### src/swrc_params.svh
// timing counts, bit positions and reset values for the sleep, wake and reset-cause block
// included by the flag, wake-detect and top design files of the block; definitions only
`ifndef SWRC_PARAMS_SVH
`define SWRC_PARAMS_SVH
`define SWRC_CLK_MHZ 100
`define SWRC_WDT_TIMEOUT_MS 18
`define SWRC_WDT_CYCLES (`SWRC_WDT_TIMEOUT_MS * 1000 * `SWRC_CLK_MHZ)
`define SWRC_RST_DELAY_US 10
`define SWRC_RST_DELAY_CYCLES (`SWRC_RST_DELAY_US * `SWRC_CLK_MHZ)
`define SWRC_STATUS_TIMEOUT_BIT 4
`define SWRC_STATUS_PWRDN_BIT 3
`define SWRC_STATUS_PWU_BIT 7
`define SWRC_WAKE_PINS 3
`define SWRC_GPIO_WIDTH 6
`define SWRC_CNT_W 32
`define SWRC_AXI_ADDR_W 8
`define SWRC_ADDR_STATUS 8'h00
`define SWRC_ADDR_CTRL 8'h04
`define SWRC_ADDR_IRQ_STATUS 8'h08
`define SWRC_ADDR_IRQ_MASK 8'h0c
`define SWRC_ADDR_WDT_COUNT 8'h10
`define SWRC_CTRL_RESET 2'h3
`endif

### src/swrc_pkg.sv
// types shared by the sleep, wake and reset-cause block
// no imports; users write swrc_pkg::name
package swrc_pkg;
    typedef enum logic [1:0] {
        SWRC_RUN = 2'b00,
        SWRC_SLEEP = 2'b01,
        SWRC_DELAY = 2'b10
    } swrc_state_t;
    typedef enum logic [2:0] {
        SWRC_CAUSE_NONE = 3'b000,
        SWRC_CAUSE_WDT = 3'b001,
        SWRC_CAUSE_PINRST = 3'b010,
        SWRC_CAUSE_PIN = 3'b011
    } swrc_cause_t;
endpackage

### src/swrc_ev_if.sv
// carries the reset-cause events from the controller to the flag module
// assumes a single clock shared by both ends
`timescale 1ns/1ps
interface swrc_ev_if;
    logic por_done;
    logic wdt_wake;
    logic wdt_run;
    logic pin_rst_wake;
    logic pin_rst_run;
    logic pin_wake;
    logic sleep_exec;
    logic timeout_flag;
    logic powerdown_flag;
    logic pin_wake_flag;
    modport ctrl (output por_done, wdt_wake, wdt_run, pin_rst_wake, pin_rst_run, pin_wake, sleep_exec,
        input timeout_flag, powerdown_flag, pin_wake_flag);
    modport flags (input por_done, wdt_wake, wdt_run, pin_rst_wake, pin_rst_run, pin_wake, sleep_exec,
        output timeout_flag, powerdown_flag, pin_wake_flag);
endinterface

### src/swrc_flags.sv
// reset-cause flags: timeout, powerdown and pin-wake
// events arrive as one-cycle pulses, at most one of them per cycle
`timescale 1ns/1ps
`include "swrc_params.svh"
module swrc_flags (
    // clock and reset
    input wire logic clock,
    input wire logic rstn,
    // events and flags
    swrc_ev_if.flags ev
);
    logic tmo_f;
    logic pwrdn_f;
    logic pw_f;

    // flags hold between events; a pin pulse alone leaves them alone
    always_ff @(posedge clock or negedge rstn) begin
        if (!rstn) begin
            tmo_f <= 1'b1;
            pwrdn_f <= 1'b1;
            pw_f <= 1'b0;
        end else if (ev.por_done) begin
            tmo_f <= 1'b1;
            pwrdn_f <= 1'b1;
            pw_f <= 1'b0;
        end else if (ev.wdt_wake) begin
            tmo_f <= 1'b0;
            pwrdn_f <= 1'b0;
            pw_f <= 1'b0;
        end else if (ev.wdt_run) begin
            tmo_f <= 1'b0;
            pw_f <= 1'b0;
        end else if (ev.pin_rst_wake) begin
            tmo_f <= 1'b1;
            pwrdn_f <= 1'b0;
            pw_f <= 1'b0;
        end else if (ev.pin_rst_run) begin
            pw_f <= 1'b0;
        end else if (ev.pin_wake) begin
            tmo_f <= 1'b1;
            pwrdn_f <= 1'b0;
            pw_f <= 1'b1;
        end else if (ev.sleep_exec) begin
            tmo_f <= 1'b1;
            pwrdn_f <= 1'b0;
        end
    end

    assign ev.timeout_flag = tmo_f;
    assign ev.powerdown_flag = pwrdn_f;
    assign ev.pin_wake_flag = pw_f;

    property p_wdt_wake_flags;
        @(posedge clock) disable iff (!rstn)
        ev.wdt_wake |=> (!tmo_f && !pwrdn_f && !pw_f);
    endproperty
    a_wdt_wake_flags: assert property (p_wdt_wake_flags) else $error("wdt wake flags wrong");

    property p_wdt_run_flags;
        @(posedge clock) disable iff (!rstn)
        (ev.wdt_run && !ev.por_done && !ev.wdt_wake) |=> (!tmo_f && !pw_f && pwrdn_f == $past(pwrdn_f));
    endproperty
    a_wdt_run_flags: assert property (p_wdt_run_flags) else $error("wdt run flags wrong");

    property p_pin_rst_run;
        @(posedge clock) disable iff (!rstn)
        (ev.pin_rst_run && !ev.por_done && !ev.wdt_wake && !ev.wdt_run && !ev.pin_rst_wake)
            |=> (!pw_f && $stable(tmo_f) && $stable(pwrdn_f));
    endproperty
    a_pin_rst_run: assert property (p_pin_rst_run) else $error("pin reset changed flags");

    property p_hold;
        @(posedge clock) disable iff (!rstn)
        !(ev.por_done || ev.wdt_wake || ev.wdt_run || ev.pin_rst_wake || ev.pin_rst_run || ev.pin_wake
            || ev.sleep_exec) |=> ($stable(tmo_f) && $stable(pwrdn_f) && $stable(pw_f));
    endproperty
    a_hold: assert property (p_hold) else $error("flag changed without event");
endmodule

### src/swrc_wake_det.sv
// wake-pin synchroniser and change detector against the last port read
// pins are asynchronous to clock
`timescale 1ns/1ps
`include "swrc_params.svh"
module swrc_wake_det (
    // clock and reset
    input wire logic clock,
    input wire logic rstn,
    // pins and control
    input wire logic [`SWRC_WAKE_PINS-1:0] pins,
    input wire logic capture,
    // result
    output logic [`SWRC_WAKE_PINS-1:0] pins_sync,
    output logic changed
);
    logic [`SWRC_WAKE_PINS-1:0] meta;
    logic [`SWRC_WAKE_PINS-1:0] last_read;

    // two stages per pin so compare sees a settled level
    always_ff @(posedge clock or negedge rstn) begin
        if (!rstn) begin
            meta <= '0;
            pins_sync <= '0;
        end else begin
            meta <= pins;
            pins_sync <= meta;
        end
    end

    // reference updated only by a port read, so a stale reference re-wakes
    always_ff @(posedge clock or negedge rstn) begin
        if (!rstn) begin
            last_read <= '0;
        end else if (capture) begin
            last_read <= pins_sync;
        end
    end

    assign changed = |(pins_sync ^ last_read);

    property p_changed;
        @(posedge clock) disable iff (!rstn)
        capture |=> (changed == (pins_sync != $past(pins_sync)));
    endproperty
    a_changed: assert property (p_changed) else $error("pin change missed");
endmodule

### src/swrc_top.sv
// sleep and wake controller with reset-cause flags and an axi4-lite register port
// Notes on behaviour
// - watchdog wake from sleep leaves pin-wake, timeout and powerdown flags all zero
// - watchdog timeout while running clears pin-wake and timeout, keeps powerdown
// - reset-pin wake from sleep gives pin-wake 0, timeout 1, powerdown 0
// - power-up sets powerdown and timeout, clears pin-wake; sleep clears powerdown
// - reset pin while running clears pin-wake, keeps timeout and powerdown
// - pin-change wake gives pin-wake 1, timeout 1, powerdown 0
// - flags hold until a reset event or sleep entry; a bare pin pulse changes none
// - sleep clears running watchdog, sets timeout, clears powerdown, stops oscillator driver
// - during sleep every io pin keeps its prior drive or high impedance
// - watchdog reset never drives the reset pin low
// - sleep ends with a full reset on reset pin, watchdog or pin change
// - pin-wake flag marks a wake-pin change during sleep versus last port access
// - while asleep a pin differing from the last read value triggers wake
// - re-sleeping without reading after a pin wake wakes at once
// - watchdog counter cleared on every wake from sleep
// - watchdog wake starts the reset delay timer, holding the core in reset
// - reset pin while running loads status pattern 0-0u uuuu
// assumes the core pulses sleep_exec, clrwdt_exec and port_access from the same clock
`timescale 1ns/1ps
`include "swrc_params.svh"
module swrc_top #(
    parameter int unsigned WDT_CYCLES = `SWRC_WDT_CYCLES,
    parameter int unsigned DELAY_CYCLES = `SWRC_RST_DELAY_CYCLES
) (
    // clock and reset
    input wire logic clock,
    input wire logic rstn,
    // core interface
    input wire logic sleep_exec,
    input wire logic clrwdt_exec,
    input wire logic port_access,
    input wire logic [`SWRC_GPIO_WIDTH-1:0] core_gpio_out,
    input wire logic [`SWRC_GPIO_WIDTH-1:0] core_gpio_oe_n,
    output logic core_reset,
    output logic osc_drive_en,
    // pins
    input wire logic external_reset_pin,
    input wire logic wake_pin_0,
    input wire logic wake_pin_1,
    input wire logic wake_pin_3,
    output logic [`SWRC_GPIO_WIDTH-1:0] gpio_out,
    output logic [`SWRC_GPIO_WIDTH-1:0] gpio_oe_n,
    output logic reset_pin_out,
    output logic reset_pin_oe_n,
    // configuration
    input wire logic reset_pin_enable,
    // axi4-lite slave
    input wire logic [`SWRC_AXI_ADDR_W-1:0] s_axi_awaddr,
    input wire logic s_axi_awvalid,
    output logic s_axi_awready,
    input wire logic [31:0] s_axi_wdata,
    input wire logic [3:0] s_axi_wstrb,
    input wire logic s_axi_wvalid,
    output logic s_axi_wready,
    output logic [1:0] s_axi_bresp,
    output logic s_axi_bvalid,
    input wire logic s_axi_bready,
    input wire logic [`SWRC_AXI_ADDR_W-1:0] s_axi_araddr,
    input wire logic s_axi_arvalid,
    output logic s_axi_arready,
    output logic [31:0] s_axi_rdata,
    output logic [1:0] s_axi_rresp,
    output logic s_axi_rvalid,
    input wire logic s_axi_rready,
    // interrupt
    output logic irq
);
    swrc_ev_if ev();
    swrc_pkg::swrc_state_t state;
    logic [`SWRC_CNT_W-1:0] watchdog_counter;
    logic [`SWRC_CNT_W-1:0] reset_delay_timer;
    logic [1:0] rp_sync;
    logic rp_low_d;
    logic [`SWRC_WAKE_PINS-1:0] pins_sync;
    logic pin_changed;
    logic [1:0] ctrl;
    logic [3:0] irq_status;
    logic [3:0] irq_mask;
    logic wdt_enable;
    logic wake_on_change;
    logic wdt_expire;
    logic rp_fall;
    logic wake_any;
    logic [`SWRC_GPIO_WIDTH-1:0] held_out;
    logic [`SWRC_GPIO_WIDTH-1:0] held_oe_n;
    logic por_pending;
    logic delay_done;

    assign wdt_enable = ctrl[0];
    assign wake_on_change = ctrl[1];

    // reset pin passes two flops; only the second is read
    always_ff @(posedge clock or negedge rstn) begin
        if (!rstn) begin
            rp_sync <= 2'b11;
            rp_low_d <= 1'b0;
        end else begin
            rp_sync <= {rp_sync[0], external_reset_pin};
            rp_low_d <= ~rp_sync[1];
        end
    end

    assign rp_fall = reset_pin_enable && ~rp_sync[1] && ~rp_low_d;

    swrc_wake_det u_wake (
        .clock(clock),
        .rstn(rstn),
        .pins({wake_pin_3, wake_pin_1, wake_pin_0}),
        .capture(port_access),
        .pins_sync(pins_sync),
        .changed(pin_changed)
    );

    swrc_flags u_flags (
        .clock(clock),
        .rstn(rstn),
        .ev(ev.flags)
    );

    assign wdt_expire = wdt_enable && (watchdog_counter == WDT_CYCLES - 1);
    assign wake_any = (rp_fall || wdt_expire || (wake_on_change && pin_changed));

    // event pulses, one per cycle, pin reset highest priority
    always_comb begin
        ev.por_done = por_pending && (state == swrc_pkg::SWRC_DELAY) && delay_done;
        ev.wdt_wake = 1'b0;
        ev.wdt_run = 1'b0;
        ev.pin_rst_wake = 1'b0;
        ev.pin_rst_run = 1'b0;
        ev.pin_wake = 1'b0;
        ev.sleep_exec = 1'b0;
        if (state == swrc_pkg::SWRC_SLEEP) begin
            if (rp_fall) begin
                ev.pin_rst_wake = 1'b1;
            end else if (wdt_expire) begin
                ev.wdt_wake = 1'b1;
            end else if (wake_on_change && pin_changed) begin
                ev.pin_wake = 1'b1;
            end
        end else if (state == swrc_pkg::SWRC_RUN) begin
            if (rp_fall) begin
                ev.pin_rst_run = 1'b1;
            end else if (wdt_expire) begin
                ev.wdt_run = 1'b1;
            end else if (sleep_exec) begin
                ev.sleep_exec = 1'b1;
            end
        end
    end

    // state machine
    always_ff @(posedge clock or negedge rstn) begin
        if (!rstn) begin
            state <= swrc_pkg::SWRC_DELAY;
        end else begin
            case (state)
                swrc_pkg::SWRC_RUN: begin
                    if (rp_fall || wdt_expire) begin
                        state <= swrc_pkg::SWRC_DELAY;
                    end else if (sleep_exec) begin
                        state <= swrc_pkg::SWRC_SLEEP;
                    end
                end
                swrc_pkg::SWRC_SLEEP: begin
                    if (wake_any) begin
                        state <= swrc_pkg::SWRC_DELAY;
                    end
                end
                swrc_pkg::SWRC_DELAY: begin
                    if (delay_done) begin
                        state <= swrc_pkg::SWRC_RUN;
                    end
                end
                default: begin
                    state <= swrc_pkg::SWRC_DELAY;
                end
            endcase
        end
    end

    // reset delay counts only while the pin is released
    always_ff @(posedge clock or negedge rstn) begin
        if (!rstn) begin
            reset_delay_timer <= '0;
        end else if (state != swrc_pkg::SWRC_DELAY || (reset_pin_enable && ~rp_sync[1])) begin
            reset_delay_timer <= '0;
        end else if (reset_delay_timer != DELAY_CYCLES - 1) begin
            reset_delay_timer <= reset_delay_timer + 1'b1;
        end
    end

    // power-up is the first delay exit after reset
    always_ff @(posedge clock or negedge rstn) begin
        if (!rstn) begin
            por_pending <= 1'b1;
        end else if (state == swrc_pkg::SWRC_RUN) begin
            por_pending <= 1'b0;
        end
    end
    // delay ends once the count is reached with the pin released
    assign delay_done = (reset_delay_timer == DELAY_CYCLES - 1) && !(reset_pin_enable && ~rp_sync[1]);

    // watchdog keeps running in sleep; cleared at sleep entry and every wake
    always_ff @(posedge clock or negedge rstn) begin
        if (!rstn) begin
            watchdog_counter <= '0;
        end else if (!wdt_enable || clrwdt_exec || ev.sleep_exec || state == swrc_pkg::SWRC_DELAY) begin
            watchdog_counter <= '0;
        end else if (wdt_expire) begin
            watchdog_counter <= '0;
        end else begin
            watchdog_counter <= watchdog_counter + 1'b1;
        end
    end

    // io drive frozen at sleep entry
    always_ff @(posedge clock or negedge rstn) begin
        if (!rstn) begin
            held_out <= '0;
            held_oe_n <= '1;
        end else if (state != swrc_pkg::SWRC_SLEEP && !ev.sleep_exec) begin
            held_out <= core_gpio_out;
            held_oe_n <= core_gpio_oe_n;
        end
    end

    always_ff @(posedge clock or negedge rstn) begin
        if (!rstn) begin
            gpio_out <= '0;
            gpio_oe_n <= '1;
        end else if (state == swrc_pkg::SWRC_SLEEP || ev.sleep_exec) begin
            gpio_out <= held_out;
            gpio_oe_n <= held_oe_n;
        end else begin
            gpio_out <= core_gpio_out;
            gpio_oe_n <= core_gpio_oe_n;
        end
    end

    assign core_reset = (state == swrc_pkg::SWRC_DELAY);
    assign osc_drive_en = (state != swrc_pkg::SWRC_SLEEP);
    assign reset_pin_out = 1'b1;
    assign reset_pin_oe_n = 1'b1;

    // interrupt status: pin reset, watchdog, pin wake, sleep entry; set wins over clear
    logic [3:0] irq_set;
    logic wr_fire;
    logic [3:0] w1c;
    assign irq_set = {ev.sleep_exec, ev.pin_wake, ev.wdt_wake | ev.wdt_run, ev.pin_rst_wake | ev.pin_rst_run};
    assign w1c = (wr_fire && s_axi_awaddr == `SWRC_ADDR_IRQ_STATUS && s_axi_wstrb[0]) ? s_axi_wdata[3:0] : 4'h0;
    always_ff @(posedge clock or negedge rstn) begin
        if (!rstn) begin
            irq_status <= '0;
        end else begin
            irq_status <= (irq_status & ~w1c) | irq_set;
        end
    end
    assign irq = |(irq_status & irq_mask);

    // axi4-lite write: address and data taken together
    assign s_axi_awready = s_axi_awvalid && s_axi_wvalid && !s_axi_bvalid;
    assign s_axi_wready = s_axi_awready;
    assign wr_fire = s_axi_awready;
    always_ff @(posedge clock or negedge rstn) begin
        if (!rstn) begin
            ctrl <= `SWRC_CTRL_RESET;
            irq_mask <= '0;
        end else if (wr_fire && s_axi_wstrb[0]) begin
            if (s_axi_awaddr == `SWRC_ADDR_CTRL) begin
                ctrl <= s_axi_wdata[1:0];
            end else if (s_axi_awaddr == `SWRC_ADDR_IRQ_MASK) begin
                irq_mask <= s_axi_wdata[3:0];
            end
        end
    end
    always_ff @(posedge clock or negedge rstn) begin
        if (!rstn) begin
            s_axi_bvalid <= 1'b0;
            s_axi_bresp <= 2'b00;
        end else if (wr_fire) begin
            s_axi_bvalid <= 1'b1;
            s_axi_bresp <= (s_axi_awaddr == `SWRC_ADDR_CTRL || s_axi_awaddr == `SWRC_ADDR_IRQ_MASK
                || s_axi_awaddr == `SWRC_ADDR_IRQ_STATUS) ? 2'b00 : 2'b10;
        end else if (s_axi_bready) begin
            s_axi_bvalid <= 1'b0;
        end
    end

    // axi4-lite read
    assign s_axi_arready = s_axi_arvalid && !s_axi_rvalid;
    always_ff @(posedge clock or negedge rstn) begin
        if (!rstn) begin
            s_axi_rvalid <= 1'b0;
            s_axi_rdata <= '0;
            s_axi_rresp <= 2'b00;
        end else if (s_axi_arready) begin
            s_axi_rvalid <= 1'b1;
            s_axi_rresp <= 2'b00;
            case (s_axi_araddr)
                `SWRC_ADDR_STATUS: begin
                    s_axi_rdata <= 32'h0000_0000 | ({31'h0, ev.pin_wake_flag} << `SWRC_STATUS_PWU_BIT)
                        | ({31'h0, ev.timeout_flag} << `SWRC_STATUS_TIMEOUT_BIT)
                        | ({31'h0, ev.powerdown_flag} << `SWRC_STATUS_PWRDN_BIT);
                end
                `SWRC_ADDR_CTRL: s_axi_rdata <= {30'h0, ctrl};
                `SWRC_ADDR_IRQ_STATUS: s_axi_rdata <= {28'h0, irq_status};
                `SWRC_ADDR_IRQ_MASK: s_axi_rdata <= {28'h0, irq_mask};
                `SWRC_ADDR_WDT_COUNT: s_axi_rdata <= watchdog_counter;
                default: begin
                    s_axi_rdata <= '0;
                    s_axi_rresp <= 2'b10;
                end
            endcase
        end else if (s_axi_rready) begin
            s_axi_rvalid <= 1'b0;
        end
    end

    property p_sleep_osc_off;
        @(posedge clock) disable iff (!rstn)
        (state == swrc_pkg::SWRC_SLEEP) |-> !osc_drive_en;
    endproperty
    a_sleep_osc_off: assert property (p_sleep_osc_off) else $error("oscillator on in sleep");

    property p_io_hold;
        @(posedge clock) disable iff (!rstn)
        (state == swrc_pkg::SWRC_SLEEP && $past(state) == swrc_pkg::SWRC_SLEEP)
            |-> ($stable(gpio_out) && $stable(gpio_oe_n));
    endproperty
    a_io_hold: assert property (p_io_hold) else $error("io changed in sleep");

    property p_no_pin_drive;
        @(posedge clock) disable iff (!rstn)
        reset_pin_oe_n;
    endproperty
    a_no_pin_drive: assert property (p_no_pin_drive) else $error("reset pin driven");

    property p_wake_reset;
        @(posedge clock) disable iff (!rstn)
        (state == swrc_pkg::SWRC_SLEEP && wake_any) |=> core_reset;
    endproperty
    a_wake_reset: assert property (p_wake_reset) else $error("wake without reset");

    property p_wdt_clear_wake;
        @(posedge clock) disable iff (!rstn)
        (state == swrc_pkg::SWRC_SLEEP && wake_any) |=> ##1 (watchdog_counter == 0);
    endproperty
    a_wdt_clear_wake: assert property (p_wdt_clear_wake) else $error("watchdog not cleared on wake");
endmodule

### config.mk
export PLATFORM = sky130hd
export DESIGN_NAME = swrc_top
export DESIGN_NICKNAME = d
export VERILOG_FILES = /design/src/swrc_pkg.sv /design/src/swrc_ev_if.sv /design/src/swrc_flags.sv /design/src/swrc_wake_det.sv /design/src/swrc_top.sv
export VERILOG_INCLUDE_DIRS = /design/src
export SDC_FILE = /design/constraint.sdc
export NUM_CORES = 1
export LEC_CHECK = 0
export ABC_AREA = 1
export BUFFER_PORTS_ARGS = -buffer_cell sky130_fd_sc_hd__buf_2
export CORE_UTILIZATION = 29
export CTS_BUF_LIST = sky130_fd_sc_hd__clkbuf_4 sky130_fd_sc_hd__clkbuf_8 sky130_fd_sc_hd__clkbuf_16
export DETAILED_ROUTE_END_ITERATION = 16
export SETUP_SLACK_MARGIN = 0.3
export SLEW_MARGIN = 20
export SYNTH_ARGS = -nofsm -noshare
export SYNTH_HDL_FRONTEND = slang
export SYNTH_SLANG_ARGS = --single-unit
### constraint.sdc
create_clock -name clock -period 2.7 [get_ports clock]
set_clock_uncertainty 0.15 [all_clocks]
set_input_delay 0.135 -clock clock [delete_from_list [all_inputs] [get_ports clock]]
set_output_delay 0.135 -clock clock [all_outputs]
set_load 0.02 [all_outputs]
Word level (Yosys, flattened, before mapping)
Index checks and enable logic that the tools add are counted.
- register bits: 154
- logic and storage cells: 159
- $add $sub $neg: 2
- equality and inequality tests: 20
- mux-type cells: 57
- bitwise logic cells: 12
- reduce and logical (&&, ||, !) cells: 44
- operator list (cell ; number):
    32-bit case mux with 5 select lines ; 1
    32-bit 2-to-1 mux ; 4
    32-bit by 1-bit adder with 32-bit output (second input constant) ; 2
    1-bit 2-to-1 mux ; 42
    32-bit by 10-bit equality test with 1-bit output (second input constant) ; 1
    32-bit by 21-bit equality test with 1-bit output (second input constant) ; 1
    8-bit by 4-bit equality test with 1-bit output (second input constant) ; 4
    32-bit by 10-bit inequality test with 1-bit output (second input constant) ; 1
    8-bit by 3-bit equality test with 1-bit output (second input constant) ; 2
    1-bit logical AND ; 14
    2-bit 2-to-1 mux ; 6
    6-bit 2-to-1 mux ; 2
    6-bit nonzero test ; 2
    1-bit logical OR ; 9
    3-bit AND reduction ; 3
    4-bit bitwise AND ; 2
    8-bit by 5-bit equality test with 1-bit output (second input constant) ; 1
    8-bit logical NOT ; 1
    8-bit by 4-bit bitwise OR with 8-bit output ; 1
    8-bit by 5-bit bitwise OR with 8-bit output ; 1
    3-bit inequality test (second input constant) ; 2
    2-bit case mux with 3 select lines ; 1
    2-bit nonzero test ; 3
    1-bit logical NOT ; 5
    18 further kinds ; 24

Logic depth before layout (Yosys ltp)
- depth in word-level cells: 13
- depth in mapped cells: 11

Modules after synthesis
From an unflattened synthesis, not the netlist that was laid out.
- cell total of the unflattened synthesis: 904
- area, all modules: 7338.3 µm²
- modules (own cells, without submodules) (module ; times used ; cells each ; area an instance (µm²) ; seq. area each (µm²)):
    swrc_top ; 1 ; 852 ; 6862.8 ; 3525.9
    swrc_wake_det ; 1 ; 28 ; 306.5 ; 225.2
    swrc_flags ; 1 ; 24 ; 168.9 ; 77.6

Least setup slack after synthesis
No wires, ideal clock.
- path kind: reg-to-reg
- start: reg state[1]
- end: reg reset_delay_timer[7]
- library setup time: 0.082 ns
- arrival time: 1.697 ns
- required time: 2.468 ns
- path slack: 0.771 ns
- stages on the path, launching flop included: 8
- path through: dfstp_2 inv_1 nor2_1 nand2_1 inv_1 buf_1 o21ai_0 a31oi_1
- longest elaborated chain between the ends: 3
- elaborated cells on any way between the ends: 4
- those cells by class: eq/ne (1); mux (1); reduce/logical (2)
- ends and longest elaborated chain (item ; line ; text):
    start, declared ; swrc_top.sv:71 ; swrc_pkg::swrc_state_t state;
    start signal, assigned ; swrc_top.sv:156 ; state <= swrc_pkg::SWRC_DELAY;
    start signal, assigned ; swrc_top.sv:161 ; state <= swrc_pkg::SWRC_DELAY;
    start signal, assigned ; swrc_top.sv:163 ; state <= swrc_pkg::SWRC_SLEEP;
    2-bit inequality test * ; swrc_top.sv:187 ; end else if (state != swrc_pkg::SWRC_DELAY || (reset_pin_enable && ~rp_sync[1])) begin
    1-bit logical OR * ; swrc_top.sv:187 ;
    32-bit 2-to-1 mux / 2-bit nonzero test (equally long branches) ; - ;
    end signal, assigned ; swrc_top.sv:190 ; reset_delay_timer <= reset_delay_timer + 1'b1;
    end, declared ; swrc_top.sv:73 ; logic [`SWRC_CNT_W-1:0] reset_delay_timer;
Every way passes the cells marked *; elsewhere a longest branch is shown, timed or not.
A chain may end at the register's enable or synchronous reset.

Worst setup path after layout
- start: reg watchdog_counter[0]
- end: reg gpio_out[1]
- longest elaborated chain between the ends: 8
- ends and longest elaborated chain (item ; line ; text):
    start, declared ; swrc_top.sv:72 ; logic [`SWRC_CNT_W-1:0] watchdog_counter;
    start signal, assigned ; swrc_top.sv:214 ; watchdog_counter <= watchdog_counter + 1'b1;
    32-bit by 21-bit equality test with 1-bit output ; swrc_top.sv:122 ; assign wdt_expire = wdt_enable && (watchdog_counter == WDT_CYCLES - 1);
    1-bit logical AND ; swrc_top.sv:122 ;
    1-bit 2-to-1 mux ; swrc_top.sv:145 ; end else if (wdt_expire) begin
    1-bit 2-to-1 mux ; swrc_top.sv:143 ; if (rp_fall) begin
    1-bit 2-to-1 mux ; swrc_top.sv:142 ; end else if (state == swrc_pkg::SWRC_RUN) begin
    1-bit 2-to-1 mux ; swrc_top.sv:134 ; if (state == swrc_pkg::SWRC_SLEEP) begin
    1-bit logical OR ; swrc_top.sv:233 ; end else if (state == swrc_pkg::SWRC_SLEEP || ev.sleep_exec) begin
    6-bit 2-to-1 mux ; swrc_top.sv:233 ;
    end signal, assigned ; swrc_top.sv:234 ; gpio_out <= held_out;
    end signal, assigned ; swrc_top.sv:237 ; gpio_out <= core_gpio_out;
    end, declared ; swrc_top.sv:43 ; output logic [`SWRC_GPIO_WIDTH-1:0] gpio_out,
No other way between the ends.

==> impl_summary.md <==
Route
For this block, the routed nets add up to 19700 um of wire. Dividing the detail-routed wire length by the instance count gives 13.8 um. The iteration-0 DRC count of the detailed router is 463. For this run, design rule violations remaining after detail routing come to 0.

The residual antenna-violating net count after detailed routing is 0. The routed layout has 6552 vias. Before antenna repair, the detailed router went through 5 iterations. The ratio of routed vias to standard cells is 4.58.

Die
The area of the die is 0.0264 mm^2. During I/O placement, the number of pins put on the boundary was 137. After floorplanning, the core was divided into 58 placement rows. The initial core utilization is 29.6%.

From bottom edge to top edge, the die measures 163 um. The floorplan step defined a core boundary enclosing 0.0253 mm^2. The die is 163 um wide.

Synth
In this run, distinct cell masters in the synthesized netlist total 37. The count of flip-flops with a built-in enable after synthesis is 0. Ranked by total cell area, the synthesized netlist is headed by dfrtp_1 (44%), nand2_1 (12%), dfstp_2 (7.0%), nor2_1 (7.0%), inv_1 (5.6%). The post-synthesis register bit count is 152. A synthesized cell averages 7.98 um^2. Summed over all instances, the cell type with the most area after synthesis is dfrtp_1. In the synthesized netlist, the number of instances is 938. The most used flip-flop cell after synthesis is dfrtp_1. After synthesis, the share of flip-flops with an asynchronous set or reset is 100%. The number of warnings printed during yosys synthesis is 0.

The proportion of synthesized chip area in sequential cells is 51.2%. The synthesized netlist occupies a cell area of 0.00748 mm^2. The share of Yosys cell area claimed by the top area cell type is 44.2%.

Global routing
Global routing consumed, on the met2 layer, 26.8% of the routing resources. The first global-routing pass estimated 32800 um of wire. For met3 alone, demand over resource in global routing was 3.13%. The number of global-route vias before repair is 6556. Entering global routing, the biggest net connects 58 pins.

The initial antenna violation count is 0. The global routing stage identified its most utilized layer as met2. After global routing the overflow that remains totals 0. The total track usage is 15.9%. The met1 track demand over resource in global routing is 20.0%.

Clock tree
TritonCTS built the clock tree. The clock slew seen by the registers of the worst setup and hold paths is 60 ps. The number of post-CTS setup repair buffers is 0. No sink is reached through more buffers than the 2 on the longest clock path.

The number of buffers created by CTS is 17. The clock reaches the later pin of the worst-skew pair after 430 ps. The TritonCTS sink count is 152. The cell chosen for the clock root is clkbuf_16.

The H-tree was split into 4 levels.

Final layout
The multi-input gate area in the final layout is 0.00310 mm^2. Across the whole layout, storage elements account for 0.00383 mm^2. After filler insertion, the fill cell instance count of the layout stands at 2694.

The antenna diode instance count is 0. The final standard cell count with taps included and fillers excluded is 1431. The share of layout cells above drive strength 1 is 18.1%.

At the end of the flow, the number of nets in the layout was 1169. The synthesis-to-finish area growth is 25.1%.

STA
Setup repair after global routing left no endpoint under its margin. The final hold violation count is 0. Static timing analysis puts the maximum clock frequency at 0.447 GHz. The number of endpoints failing setup at the final stage is 0. Setup total negative slack on the finished layout was measured at 0 ps. The slew at the pin with the worst max-slew slack is 538 ps. The smallest clock period supported by the final layout is computed as 2240 ps. The number of slew-limit violations in the final report is 0. The worst slew slack as a fraction of its limit is 64.2%. The worst path uses 82.8% of the clock period.

Critical path
The cell seen most often among critical-path stages is nand2_1. STA classifies the critical path endpoint as a flip-flop. The worst register-to-register path ends at gpio_out[1]$_DFF_PN0_.

STA puts the critical path data arrival time at 2400 ps. The signal on the critical path passes through ha_1 > nand2_2 > nor2_4 > nand3_2 > nor2_2 > nand3_4 > nand4_4 > nand2_1 > buf_4 > nand2_1 > nand2_1. The setup slack of the most critical reg-to-reg path is 460 ps. The slowest stage of the critical path is the dfrtp_2 cell. On the critical path the largest part of the delay comes from simple AND/OR/NAND/NOR gates.

The biggest fanout along the worst timing path is 9. The worst setup path is of the flip-flop to flip-flop kind. The critical path's largest stage delay is 430 ps.

The worst setup path is launched from a flip-flop. The count of buffering cells on the critical path with inverters included is 1. The origin of the critical flop-to-flop path is watchdog_counter[0]$_DFF_PN0_. Counting cells, the worst reg-to-reg path comes to 11. The critical path data required time is 2870 ps.

Place
The HPWL after detailed placement is 14400 um. At the end of routability-driven placement, the weighted congestion stood at 0.910. The count of buffers inserted at the top-level ports is 101. The number of cells after detailed placement is 1363.

Power
Summed over all nets, the switching power comes to 0.00178 W. The clock network burns 39.7% of the power. The cell-internal power is 0.00428 W. Sequential cells burn 43.9% of the power. The areal power density over the cells is 647 mW/mm^2. The leakage power summed over all cells is 4.36 nW. The combinational share of power is 16.5%. The net switching share of the total power is 29.4%. The worst supply voltage drop on vdd is 316 uV.

Hold path
The tightest min-delay check is of the input port to flip-flop type. For hold timing, the worst endpoint is s_axi_rresp[1]$_DFFE_PN0P_. The critical hold path startpoint is s_axi_araddr[1]. Counting instances, the worst hold path has a depth of 5.

Job
The total of max-cap violations is 0.

Run status
The flow ran to the end, and the final reports show no timing, DRC or antenna violations.
[worst min-delay path: cells and delay by family]
family / cells / cell delay [ps]
and+or+nand+nor: 3 / 220
AOI/OAI and AO/OA: 1 / 120
buffers and inverters: 1 / 80
[how the worst max path moves through the flow]
stage,startpoint,end,cells past startpoint
2_1_floorplan,state[1]$_DFFE_PN1P_,reset_delay_timer[7]$_DFFE_PN0P_,7
3_3_place_gp,watchdog_counter[0]$_DFF_PN0_,held_out[4]$_DFFE_PN0P_,11
3_5_place_dp,watchdog_counter[0]$_DFF_PN0_,gpio_out[1]$_DFF_PN0_,11
4_1_cts,watchdog_counter[0]$_DFF_PN0_,gpio_out[1]$_DFF_PN0_,11
5_1_grt,reset_delay_timer[0]$_DFFE_PN0P_,reset_delay_timer[12]$_DFFE_PN0P_,10
6_report,watchdog_counter[0]$_DFF_PN0_,gpio_out[1]$_DFF_PN0_,11
[power by group through the flow]
stage               clock network [W]  registers (W)  logic (W)
floorplan                           0        0.00281   0.000455
global placement                    0        0.00269   0.000958
detailed placement                  0        0.00270   0.000982
CTS                           0.00246        0.00266    0.00102
global route                  0.00256        0.00268    0.00112
finish                        0.00240        0.00266   0.000999
[synth_stat cells (2+ instances only)]
cell,number
nor2_2,12
nor3b_1,4
a31oi_1,3
o31ai_1,27
inv_2,4
buf_4,6
inv_1,111
nor2_1,140
buf_2,4
o21ai_0,45
dfrtp_1,132
clkbuf_1,9
ha_1,2
xor2_1,24
buf_6,2
nand3_2,2
nand2_2,2
nand4_1,26
nor4_1,3
dfstp_2,20
a21oi_1,22
nand2_1,234
conb_1,2
nand3_1,53
buf_1,3
nor3_1,35
[final cells by class]
cell class                 count  share of cell area (%)
tap                          330                    4.41
inverter                     115                    4.61
multi-input combinational    649                    33.1
clock inverter                13                    1.56
timing repair buffer         153                    10.7
clock buffer                  19                    4.71
sequential                   152                    40.9
[placed cells by master (no fill, tap or decap), types with 27 or more instances in the layout]
| cell | n |
|---|---|
| nor2_1 | 140 |
| nor3_1 | 35 |
| nand2_1 | 233 |
| dfrtp_1 | 131 |
| o31ai_1 | 27 |
| o21ai_0 | 45 |
| nand3_1 | 53 |
| dlygate4sd3_1 | 35 |
| buf_2 | 100 |
| inv_1 | 111 |
[per-stage QoR]
step | cell area [um^2] | utilization [%] | hold WS, ps | setup WS [ps] | power, W
floorplan | 7490 | - | -311 | 771 | 0.00327
global placement | 8420 | 33.3 | -133 | 420 | 0.00365
detailed placement | 8420 | 33.3 | -133 | 372 | 0.00368
CTS | 9360 | 37.1 | 3.76 | 368 | 0.00615
global route | 9360 | 37.1 | 40.6 | 314 | 0.00636
finish | 9360 | 37.1 | 7.22 | 465 | 0.00606
[state kept, by name, indices dropped and copies added (netlist names), 2 cells and up]
register           flops
ctrl                   2
gpio_oe_n              6
gpio_out               6
held_oe_n              6
held_out               6
irq_mask               4
irq_status             4
reset_delay_timer     32
rp_sync                2
s_axi_rdata           32
state                  2
u_wake.last_read       3
u_wake.meta            3
u_wake.pins_sync       3
watchdog_counter      32
[kinds of logic (layout without fill, tap and decap cells)]
logic type	after synthesis	count (layout)	share of synthesized area, %
DFF	152	152	51.2
xor gates and xnor gates	25	25	2.93
adders and majority gates	2	2	0.334
buffers and inverters	139	300	7.54
other	2	4	0.100
AOI/OAI and AO/OA	99	99	7.63
and+or+nand+nor	519	519	30.3
[per-layer routing]
metal,wire (um),share of wire [%],vias to the layer above
li1,-,-,3315
met1,8970,46,3078
met2,9470,48,133
met3,857,4.3,26
met4,406,2.1,0
met5,0,0,-
[what timing repair did]
action                                  in CTS  in global routing
gates resized for setup                      0                  1
hold endpoints to repair                   182                  0
endpoints found under the setup margin       0                 14
hold buffers                                36                  0
(Power assumes the default switching activity.)
